[config.mk]
export PLATFORM = sky130hd
export DESIGN_NAME = telegram_ram_container_parser
export DESIGN_NICKNAME = d
export VERILOG_FILES = /design/src/rtl/tg_fifo.sv /design/src/rtl/tg_ram_pkg.sv /design/src/rtl/telegram_ram_container_parser.sv
export SDC_FILE = /design/constraint.sdc
export NUM_CORES = 1
export LEC_CHECK = 0
export BUFFER_PORTS_ARGS = -buffer_cell sky130_fd_sc_hd__buf_2
export CAP_MARGIN = 10
export CORE_ASPECT_RATIO = 1.1
export CORE_MARGIN = 2
export CORE_UTILIZATION = 45
export DETAILED_ROUTE_END_ITERATION = 7
export GPL_TIMING_DRIVEN = 0
export PLACE_DENSITY = 0.76
export SYNTH_ARGS = -nofsm -noshare
export SYNTH_HDL_FRONTEND = slang
export SYNTH_SLANG_ARGS = --single-unit
export TNS_END_PERCENT = 30
[constraint.sdc]
create_clock -name i_clk_sys -period 21.7 [get_ports i_clk_sys]
set_input_delay 6.51 -clock i_clk_sys [delete_from_list [all_inputs] [get_ports i_clk_sys]]
set_output_delay 6.51 -clock i_clk_sys [all_outputs]
set_load 0.01 [all_outputs]
[src/rtl/tg_fifo.sv]
// The data FIFO module is defined alongside the walker logic

[src/rtl/tg_ram_pkg.sv]
// Package: field layouts, reset values and carriers for the telegram RAM parser
package tg_ram_pkg;

  // ************************************************************
  // Container word 0 and header word 0 fields
  // ************************************************************
  localparam int LEN_LSB      = 0;
  localparam int LEN_W        = 10;
  localparam int SVC_USE_BIT  = 10;
  localparam int SVC_IDX_LSB  = 11;
  localparam int SVC_IDX_W    = 3;
  localparam int ROLE_BIT     = 14;
  localparam int FINAL_BIT    = 15;
  localparam int HDR_DMA_BIT  = 8;
  localparam int HDR_TWIN_BUFFER_SELECT_BIT = 9;
  localparam int END_MK_LO    = 14;
  localparam int END_MK_HI    = 15;
  localparam int CONT_CTRL_WORDS = 2;

  // ************************************************************
  // Service container layout
  // ************************************************************
  localparam int SC_CTRL_WORDS  = 5;
  localparam int SC_BUF_MAX     = 255;
  localparam int W0_HS          = 0;
  localparam int W0_RW          = 1;
  localparam int W0_END         = 2;
  localparam int W0_ELEM_LSB    = 3;
  localparam int W0_REQUEST_END_FLAG      = 6;
  localparam int W0_BUSY        = 7;
  localparam int W0_NINFO_LSB   = 8;
  localparam int W0_INT_ERR     = 12;
  localparam int W0_INT_WR      = 13;
  localparam int W0_INT_RD      = 14;
  localparam int W1_LAST_TRANSFER_FAULT      = 7;
  localparam int W4_SRC_BIT     = 8;
  localparam int W4_PROTO       = 9;
  localparam int W4_HS_TO       = 10;
  localparam int W4_BUSY_TO     = 11;
  localparam int W4_CMD         = 12;
  localparam logic [15:0] WORD_RESET = 16'h0000;
  localparam logic [7:0]  TALLY_RESET = 8'h00;
  localparam logic [7:0]  TALLY_MAX   = 8'hFF;

  // ************************************************************
  // FIFO
  // ************************************************************
  localparam int FIFO_W = 16;
  localparam int FIFO_D = 8;

  // Decoded container word 0 and 1
  typedef struct packed {
    logic       final_container_flag;
    logic       service_role_select;
    logic [2:0] service_box_index;
    logic       uses_service_box;
    logic [9:0] block_word_count;
    logic [15:0] position;
  } container_s;

  // Incoming service bits from the answer telegram
  typedef struct packed {
    logic incoming_handshake_bit;
    logic incoming_busy_bit;
    logic incoming_error_bit;
    logic incoming_command_change_bit;
  } at_bits_s;

  typedef enum logic [2:0] {
    ST_IDLE, ST_W0, ST_W1, ST_DATA, ST_ENDT, ST_DONE
  } walk_e;

endpackage

[src/rtl/telegram_ram_container_parser.sv]
// Telegram RAM walker: data containers, end marker and master service container
`timescale 1ns/1ps
module telegram_ram_container_parser
  import tg_ram_pkg::*;
(
  // Clock and reset
  input  wire logic        i_clk_sys,
  input  wire logic        i_rst,
  // Walk control from the telegram engine
  input  wire logic        i_walk_start,
  input  wire logic [15:0] i_header_word0,
  input  wire logic        i_is_receive,
  // RAM read stream, words in address order
  input  wire logic        i_ram_valid,
  input  wire logic [15:0] i_ram_word,
  output logic             o_ram_ready,
  // Data word stream out
  output logic             o_data_valid,
  output logic [15:0]      o_data_word,
  input  wire logic        i_data_ready,
  // Decoded container
  output container_s       o_container,
  output logic             o_container_valid,
  output logic             o_walk_done,
  output logic             o_end_marker_seen,
  output logic [15:0]      o_cycle_finish_time,
  // Service container, host side
  input  wire logic        i_host_wr,
  input  wire logic [2:0]  i_host_idx,
  input  wire logic [15:0] i_host_data,
  // Service container, engine side events
  input  wire logic        i_at_valid,
  input  wire at_bits_s    i_at_bits,
  input  wire logic        i_at_fault,
  input  wire logic        i_mdt_sent,
  input  wire logic        i_wr_advance,
  input  wire logic        i_rd_advance,
  input  wire logic        i_proto_fault,
  input  wire logic        i_hs_timeout,
  input  wire logic        i_busy_timeout,
  input  wire logic        i_host_ack,
  // Service container word image
  output logic [15:0]      o_sc_word0,
  output logic [15:0]      o_sc_word1,
  output logic [15:0]      o_sc_word2,
  output logic [15:0]      o_sc_word3,
  output logic [15:0]      o_sc_word4,
  output logic [2:0]       o_outgoing_element_type,
  output logic             o_outgoing_end_bit
);

  // ************************************************************
  // Walker
  // ************************************************************
  walk_e       state_r;
  logic [10:0] data_left_r;
  logic [15:0] w0_r;
  logic        dma_r;
  logic        twin_r;
  logic        fifo_in_ready;
  logic        fifo_out_valid;
  logic [15:0] fifo_out_data;
  logic        last_seen_r;

  // Number of buffer words following the control words
  function automatic logic [10:0] buf_words(input logic [9:0] len,
                                             input logic dma, input logic twin);
    if (dma)
      buf_words = 11'h000;
    else if (twin)
      buf_words = {len, 1'b0};
    else
      buf_words = {1'b0, len};
  endfunction

  // Ready: walk running and FIFO room; lags one cycle, so it only paces the source
  always_ff @(posedge i_clk_sys or posedge i_rst)
  begin
    if (i_rst)
      o_ram_ready <= 1'b0;
    else
      o_ram_ready <= (state_r != ST_IDLE) && (state_r != ST_DONE) && fifo_in_ready;
  end

  // State sequencing over the container chain
  always_ff @(posedge i_clk_sys or posedge i_rst)
  begin
    if (i_rst)
    begin
      state_r     <= ST_IDLE;
      data_left_r <= 11'h000;
      w0_r        <= WORD_RESET;
      dma_r       <= 1'b0;
      twin_r      <= 1'b0;
      last_seen_r <= 1'b0;
    end
    else
    begin
      unique case (state_r)
        ST_IDLE:
          if (i_walk_start)
          begin
            dma_r   <= i_header_word0[HDR_DMA_BIT];
            twin_r  <= i_header_word0[HDR_TWIN_BUFFER_SELECT_BIT];
            last_seen_r <= 1'b0;
            state_r <= ST_W0;
          end
        ST_W0:
          if (i_ram_valid)
          begin
            w0_r <= i_ram_word;
            if (i_ram_word[END_MK_HI] && i_ram_word[END_MK_LO])
              state_r <= ST_ENDT;
            else
              state_r <= last_seen_r ? ST_DONE : ST_W1;      // Header after final ends walk
          end
        ST_W1:
          if (i_ram_valid)
          begin
            data_left_r <= buf_words(w0_r[LEN_LSB +: LEN_W], dma_r, twin_r);
            state_r     <= (buf_words(w0_r[LEN_LSB +: LEN_W], dma_r, twin_r) == 11'h000)
                           ? ST_W0 : ST_DATA;
            last_seen_r <= w0_r[FINAL_BIT];
          end
        ST_DATA:
          if (i_ram_valid && fifo_in_ready)
          begin
            data_left_r <= data_left_r - 11'h001;
            if (data_left_r == 11'h001)
              state_r <= ST_W0;                              // Next container word 0 or end marker read next
          end
        ST_ENDT:
          if (i_ram_valid)
            state_r <= ST_DONE;
        ST_DONE:
          state_r <= ST_IDLE;
      endcase
    end
  end

  // Decoded container outputs, published when word 1 arrives
  always_ff @(posedge i_clk_sys or posedge i_rst)
  begin
    if (i_rst)
    begin
      o_container       <= '0;
      o_container_valid <= 1'b0;
    end
    else
    begin
      o_container_valid <= (state_r == ST_W1) && i_ram_valid;
      if ((state_r == ST_W1) && i_ram_valid)
      begin
        o_container.block_word_count     <= w0_r[LEN_LSB +: LEN_W];
        o_container.uses_service_box     <= w0_r[SVC_USE_BIT];
        o_container.service_box_index    <= w0_r[SVC_IDX_LSB +: SVC_IDX_W];
        o_container.service_role_select  <= w0_r[ROLE_BIT];
        o_container.final_container_flag <= w0_r[FINAL_BIT];
        o_container.position <= i_is_receive ? i_ram_word : WORD_RESET;
      end
    end
  end

  // End marker and walk completion
  always_ff @(posedge i_clk_sys or posedge i_rst)
  begin
    if (i_rst)
    begin
      o_end_marker_seen   <= 1'b0;
      o_cycle_finish_time <= WORD_RESET;
      o_walk_done         <= 1'b0;
    end
    else
    begin
      o_walk_done <= (state_r == ST_DONE);
      if (i_walk_start && state_r == ST_IDLE)
        o_end_marker_seen <= 1'b0;
      else if ((state_r == ST_ENDT) && i_ram_valid)
      begin
        o_end_marker_seen   <= 1'b1;
        o_cycle_finish_time <= i_ram_word;
      end
    end
  end

  tg_fifo #(.WIDTH(FIFO_W), .DEPTH(FIFO_D)) u_fifo (
    .i_clk_sys   (i_clk_sys),
    .i_rst       (i_rst),
    .i_in_valid  ((state_r == ST_DATA) && i_ram_valid),
    .i_in_data   (i_ram_word),
    .o_in_ready  (fifo_in_ready),
    .o_out_valid (fifo_out_valid),
    .o_out_data  (fifo_out_data),
    .i_out_ready (i_data_ready && !(o_data_valid && !i_data_ready))
  );

  // Output register stage after the FIFO
  always_ff @(posedge i_clk_sys or posedge i_rst)
  begin
    if (i_rst)
    begin
      o_data_valid <= 1'b0;
      o_data_word  <= WORD_RESET;
    end
    else if (!o_data_valid || i_data_ready)
    begin
      o_data_valid <= fifo_out_valid && i_data_ready;
      o_data_word  <= fifo_out_data;
    end
  end

  // ************************************************************
  // Master-mode service container
  // ************************************************************
  logic [15:0] sc0_r;
  logic [15:0] sc1_r;
  logic [15:0] sc2_r;
  logic [15:0] sc3_r;
  logic [15:0] sc4_r;

  // Host writes the words; hardware events win over a host clear
  always_ff @(posedge i_clk_sys or posedge i_rst)
  begin
    if (i_rst)
    begin
      sc0_r <= WORD_RESET;
      sc1_r <= WORD_RESET;
      sc2_r <= WORD_RESET;
      sc3_r <= WORD_RESET;
      sc4_r <= WORD_RESET;
    end
    else
    begin
      if (i_host_wr)
        unique case (i_host_idx)
          3'h0: sc0_r <= i_host_data;
          3'h1: sc1_r <= i_host_data;
          3'h2: sc2_r <= i_host_data;
          3'h3: sc3_r <= i_host_data;
          3'h4: sc4_r <= i_host_data;
          default: ;
        endcase
      // Busy flag: set when a transfer completes, cleared by host ack
      if (i_host_ack)
        sc0_r[W0_BUSY] <= 1'b0;
      if (i_at_valid || i_mdt_sent)
        sc0_r[W0_BUSY] <= 1'b1;
      if (i_mdt_sent && sc0_r[W0_REQUEST_END_FLAG])
        sc0_r[W0_END] <= 1'b1;
      if (i_at_valid && i_at_bits.incoming_error_bit)
        sc0_r[W0_INT_ERR] <= 1'b1;
      if (i_wr_advance && sc2_r[7:0] == sc2_r[15:8])
        sc0_r[W0_INT_WR] <= 1'b1;
      if (i_rd_advance && sc3_r[7:0] == sc3_r[15:8])
        sc0_r[W0_INT_RD] <= 1'b1;
      if (i_at_valid)
      begin
        sc1_r[3:0] <= {i_at_bits.incoming_command_change_bit,
                       i_at_bits.incoming_error_bit,
                       i_at_bits.incoming_busy_bit,
                       i_at_bits.incoming_handshake_bit};
        sc1_r[6:4] <= 3'h0;
        sc1_r[W1_LAST_TRANSFER_FAULT] <= i_at_fault;
      end
      // Cursors advance until they reach the last position
      if (i_wr_advance && sc2_r[7:0] != sc2_r[15:8])
        sc2_r[7:0] <= sc2_r[7:0] + 8'h01;
      if (i_rd_advance && sc3_r[7:0] != sc3_r[15:8])
        sc3_r[7:0] <= sc3_r[7:0] + 8'h01;
      // Tally saturates rather than wrapping to keep faults visible
      if (i_at_valid && sc4_r[7:0] != TALLY_MAX &&
          (sc4_r[W4_SRC_BIT] ? i_at_bits.incoming_busy_bit
                             : (i_at_bits.incoming_handshake_bit != sc0_r[W0_HS])))
        sc4_r[7:0] <= sc4_r[7:0] + 8'h01;
      if (i_proto_fault)
        sc4_r[W4_PROTO] <= 1'b1;
      if (i_hs_timeout)
        sc4_r[W4_HS_TO] <= 1'b1;
      if (i_busy_timeout)
        sc4_r[W4_BUSY_TO] <= 1'b1;
      if (i_at_valid && i_at_bits.incoming_command_change_bit)
        sc4_r[W4_CMD] <= 1'b1;
    end
  end

  // Registered word image; unused bits read as zero
  always_ff @(posedge i_clk_sys or posedge i_rst)
  begin
    if (i_rst)
    begin
      o_sc_word0 <= WORD_RESET;
      o_sc_word1 <= WORD_RESET;
      o_sc_word2 <= WORD_RESET;
      o_sc_word3 <= WORD_RESET;
      o_sc_word4 <= WORD_RESET;
      o_outgoing_element_type <= 3'h0;
      o_outgoing_end_bit      <= 1'b0;
    end
    else
    begin
      o_sc_word0 <= sc0_r & 16'h73FF;
      o_sc_word1 <= sc1_r & 16'h038F;
      o_sc_word2 <= sc2_r;
      o_sc_word3 <= sc3_r;
      o_sc_word4 <= sc4_r & 16'h1FFF;
      o_outgoing_element_type <= sc0_r[W0_ELEM_LSB +: 3];
      o_outgoing_end_bit      <= sc0_r[W0_END];
    end
  end

endmodule // telegram_ram_container_parser

// ************************************************************
// Data FIFO
// ************************************************************
module tg_fifo #(
  parameter int WIDTH = 16,
  parameter int DEPTH = 8
) (
  // Clock and reset
  input  wire logic             i_clk_sys,
  input  wire logic             i_rst,
  // Fill side
  input  wire logic             i_in_valid,
  input  wire logic [WIDTH-1:0] i_in_data,
  output logic                  o_in_ready,
  // Drain side
  output logic                  o_out_valid,
  output logic [WIDTH-1:0]      o_out_data,
  input  wire logic             i_out_ready
);

  localparam int AW = $clog2(DEPTH);
  logic [WIDTH-1:0] mem [DEPTH];
  logic [AW-1:0]    wr_r;
  logic [AW-1:0]    rd_r;
  logic [AW:0]      cnt_r;
  logic             push;
  logic             pop;

  // Handshakes; full and empty come straight from the fill count
  assign o_in_ready  = (cnt_r != (AW+1)'(DEPTH));
  assign o_out_valid = (cnt_r != '0);
  assign o_out_data  = mem[rd_r];
  assign push        = i_in_valid && o_in_ready;
  assign pop         = o_out_valid && i_out_ready;

  // Storage array, no reset needed on data
  always_ff @(posedge i_clk_sys)
  begin
    if (push)
      mem[wr_r] <= i_in_data;
  end

  // Pointers wrap at DEPTH
  always_ff @(posedge i_clk_sys or posedge i_rst)
  begin
    if (i_rst)
    begin
      wr_r  <= '0;
      rd_r  <= '0;
      cnt_r <= '0;
    end
    else
    begin
      if (push)
        wr_r <= (wr_r == AW'(DEPTH-1)) ? '0 : wr_r + 1'b1;
      if (pop)
        rd_r <= (rd_r == AW'(DEPTH-1)) ? '0 : rd_r + 1'b1;
      cnt_r <= cnt_r + (AW+1)'(push) - (AW+1)'(pop);
    end
  end

endmodule // tg_fifo

==> results.yml <==
logic_synthesis:
  synth_top_flop_cell: "dfrtp_1"
  ys_warn_count: 0
  synthesis.area_um2: 14900
  ys_seq_area_share_pct: 66.5
  synth_edf_count: 128
  syn_avg_cell_area_um2: 13.7
  ys_types: 70
  async_flop_share_pct: 65.4
  syn_inst: 1085
  ys_ff_latch: 370
placement:
  gp_congestion: 0.882
  io_buffers: 192
  place_ws_ns: 13.19
  place_area_um2: 16600
  place_hpwl_um: 25000
  dp_cells: 1726
finish:
  nets: 1428
  nFillCells: 2623
  drive_above_1_share_pct: 31.4
  syn2layout_area_growth_pct: 20.5
  fin_area_um2: 18000
  final_core_util_pct: 55.3
  layout.cells.non_filler: 1799
grt:
  grt_overflow_total: 0
  grt_pass1_wl_um: 56200
  grt_pass1_vias: 10000
  track_usage_pct: 21.1
  antenna_found_initial: 1
  grt_max_degree: 130
floorplan:
  io_pins: 224
  coreArea_um2: 32500
  die_y_um: 195
  rows: 69
  die_area_um2: 34600
  initial_core_util_pct: 45.9
  die_w_um: 177
sta:
  slew_viol_final: 0
  setup-violations-final: 0
  hold_slack_ns: 0.373
  layout_min_cycle_time_ns: 7.94
  tightest_slew_ns: 0.952
  tns_ns: 0
  fin_crit_sh_pct: 36.6
  rsz0062_at_grt: "false"
  relSlewSlack_pct: 36.0
  fmax_mhz: 126
  skew_ns: 0.0216
  finalWorstSetupSlack_ns: 13.76
  finalHoldViolCount: 0
critical_path:
  path_max_fanout: 10
  cp-startpoint: "i_ram_valid"
  crit_arrival_ns: 8.19
  critical_path_class: "input pin to flip-flop"
  critPathRequiredTime_ns: 21.94
  endpoint_kind: "flip-flop"
  worstSetupStartpointType: "input pin"
  r2r-start: "state_r[0]"
cts:
  clk_pin_slew_ns: 0.06
  insertion_delay_ns: 0.55
  clock_sinks: 370
  cts_buffer_depth: 3
  cts_buffers: 39
  cts_root_buf: "clkbuf_16"
  cts_tree: "done"
  cts_max_level: 2
  hold_buffers: 0
  post_cts_buffers: 0
  cts_resized: 0
route:
  wl_met3_um: 2930
  drc_errors: 0
  avgRoutedWirePerCell_um: 19.9
  drtAntennaViolNets: 0
  drt-met1-wl_um: 13300
  routed_via_density: 5.45
  drtPass1Iterations: 5
  routed_wl_um: 35800
  dr_total_vias: 9797
  wl_met2_um: 18200
  top_layer: "met5"
  dr.first_iter.drc_count: 934
power_and_ir_drop:
  finalPower_mw: 2.41
  vdd_drop_max_mv: 0.0768
  powerDensity_nw_per_um2: 134
  p_leak_nw: 7.81
run_status:
  status: "finished, final reports clean"
min_path:
  hold_class: "flip-flop to flip-flop"
  worstHoldStart: "sc4_r[11]"
flow_run:
  drv_cap: 0
## routing by layer
layer | GRT usage (%) | vias to the layer above
met3 | 5.67 | 86
met1 | 25.2 | 4921
met2 | 36.1 | 373
met4 | 8.38 | 2
met5 | 0 | -
li1 | - | 4415
## synth_stat cells, types with 3 or more instances
master	count	share of area [%]
nand4_1	4	0.17
xnor2_1	16	0.94
nand3b_1	7	0.35
dfrtp_1	242	41
o21ai_0	45	1.5
or3_1	7	0.29
and3_1	6	0.25
nand3_1	53	1.8
nor4_1	5	0.21
a21oi_1	7	0.24
a32oi_1	3	0.18
nor2_1	28	0.71
xor2_1	3	0.18
o2111ai_1	3	0.18
a221o_1	4	0.27
nor3_1	16	0.54
edfxtp_1	128	26
clkbuf_1	22	0.55
ha_1	15	1.3
inv_1	16	0.40
a21o_1	10	0.50
nor2b_1	5	0.21
a211oi_1	4	0.20
nand2b_1	8	0.34
nor3b_1	4	0.20
a31oi_1	8	0.34
or2_2	5	0.21
mux2_2	53	4.0
mux2i_1	34	2.3
buf_2	16	0.54
buf_4	26	1.3
nand2_1	200	5.0
o221a_2	8	0.60
mux4_2	32	4.8
## power by group
group / switching (mW) / total [mW] / leakage, nW / internal (mW)
logic: 0.377 / 0.688 / 3.06 / 0.311
clock network: 0.280 / 0.685 / 0.662 / 0.405
registers: 0.134 / 1.04 / 4.08 / 0.904
## flip-flops by register name, indices dropped and copies added (netlist names), 16 cells and up
signal	cells
u_fifo.mem	128
w0_r	16
o_container	32
sc3_r	16
o_sc_word3	16
o_sc_word2	16
o_cycle_finish_time	16
o_data_word	16
sc2_r	16
## placed cells by master, fill, tap and decap left out, types with 32 or more instances in the layout
cell,count
dfrtp_1,242
buf_2,208
nand2_1,200
edfxtp_1,128
nand3_1,53
mux2_2,53
o21ai_0,45
clkbuf_16,40
mux2i_1,34
mux4_2,32
## cell type report
cell class | instances | area, µm² | area share (%)
Multi-Input combinational cell | 646 | 4650 | 25.9
Tap cell | 426 | 533 | 2.97
Clock inverter | 22 | 262 | 1.46
Clock buffer | 50 | 1080 | 6.01
Sequential cell | 370 | 9900 | 55.1
Inverter | 17 | 71.3 | 0.397
Buffer | 66 | 373 | 2.08
Antenna cell | 1 | 2.50 | 0.0139
Timing Repair Buffer | 201 | 1090 | 6.05
## path summary, 6_finish.rpt
check	endpoint	slack, ns	depth (start not counted)
max in group asynchronous	o_sc_word2[1]	14.53	3
hold reg to reg	o_sc_word4[11]	0.37	0
min in group asynchronous	o_container[12]	6.08	2
setup reg to reg	u_fifo.mem[1][13]	18.94	8
hold / removal	o_sc_word4[11]	0.37	0
setup / recovery	u_fifo.mem[1][13]	13.76	6
## worst max-delay path, stage by stage
cell     delay [ns]
buf_2          0.19
nand3_2        0.25
inv_2          0.14
nand2_1        0.16
nor3_2         0.69
buf_8          0.24
## cells by family after synthesis
group	count (synthesis)	synth area share, %
compound gates	114	5.59
xor+xnor	19	1.12
fa+ha+maj	16	1.39
buf+inv	83	2.93
flops	370	66.5
mux	121	11.3
other cells	1	0.0252
simple gates	361	11.2
Note: power is estimated with default switching activity, not from simulation.
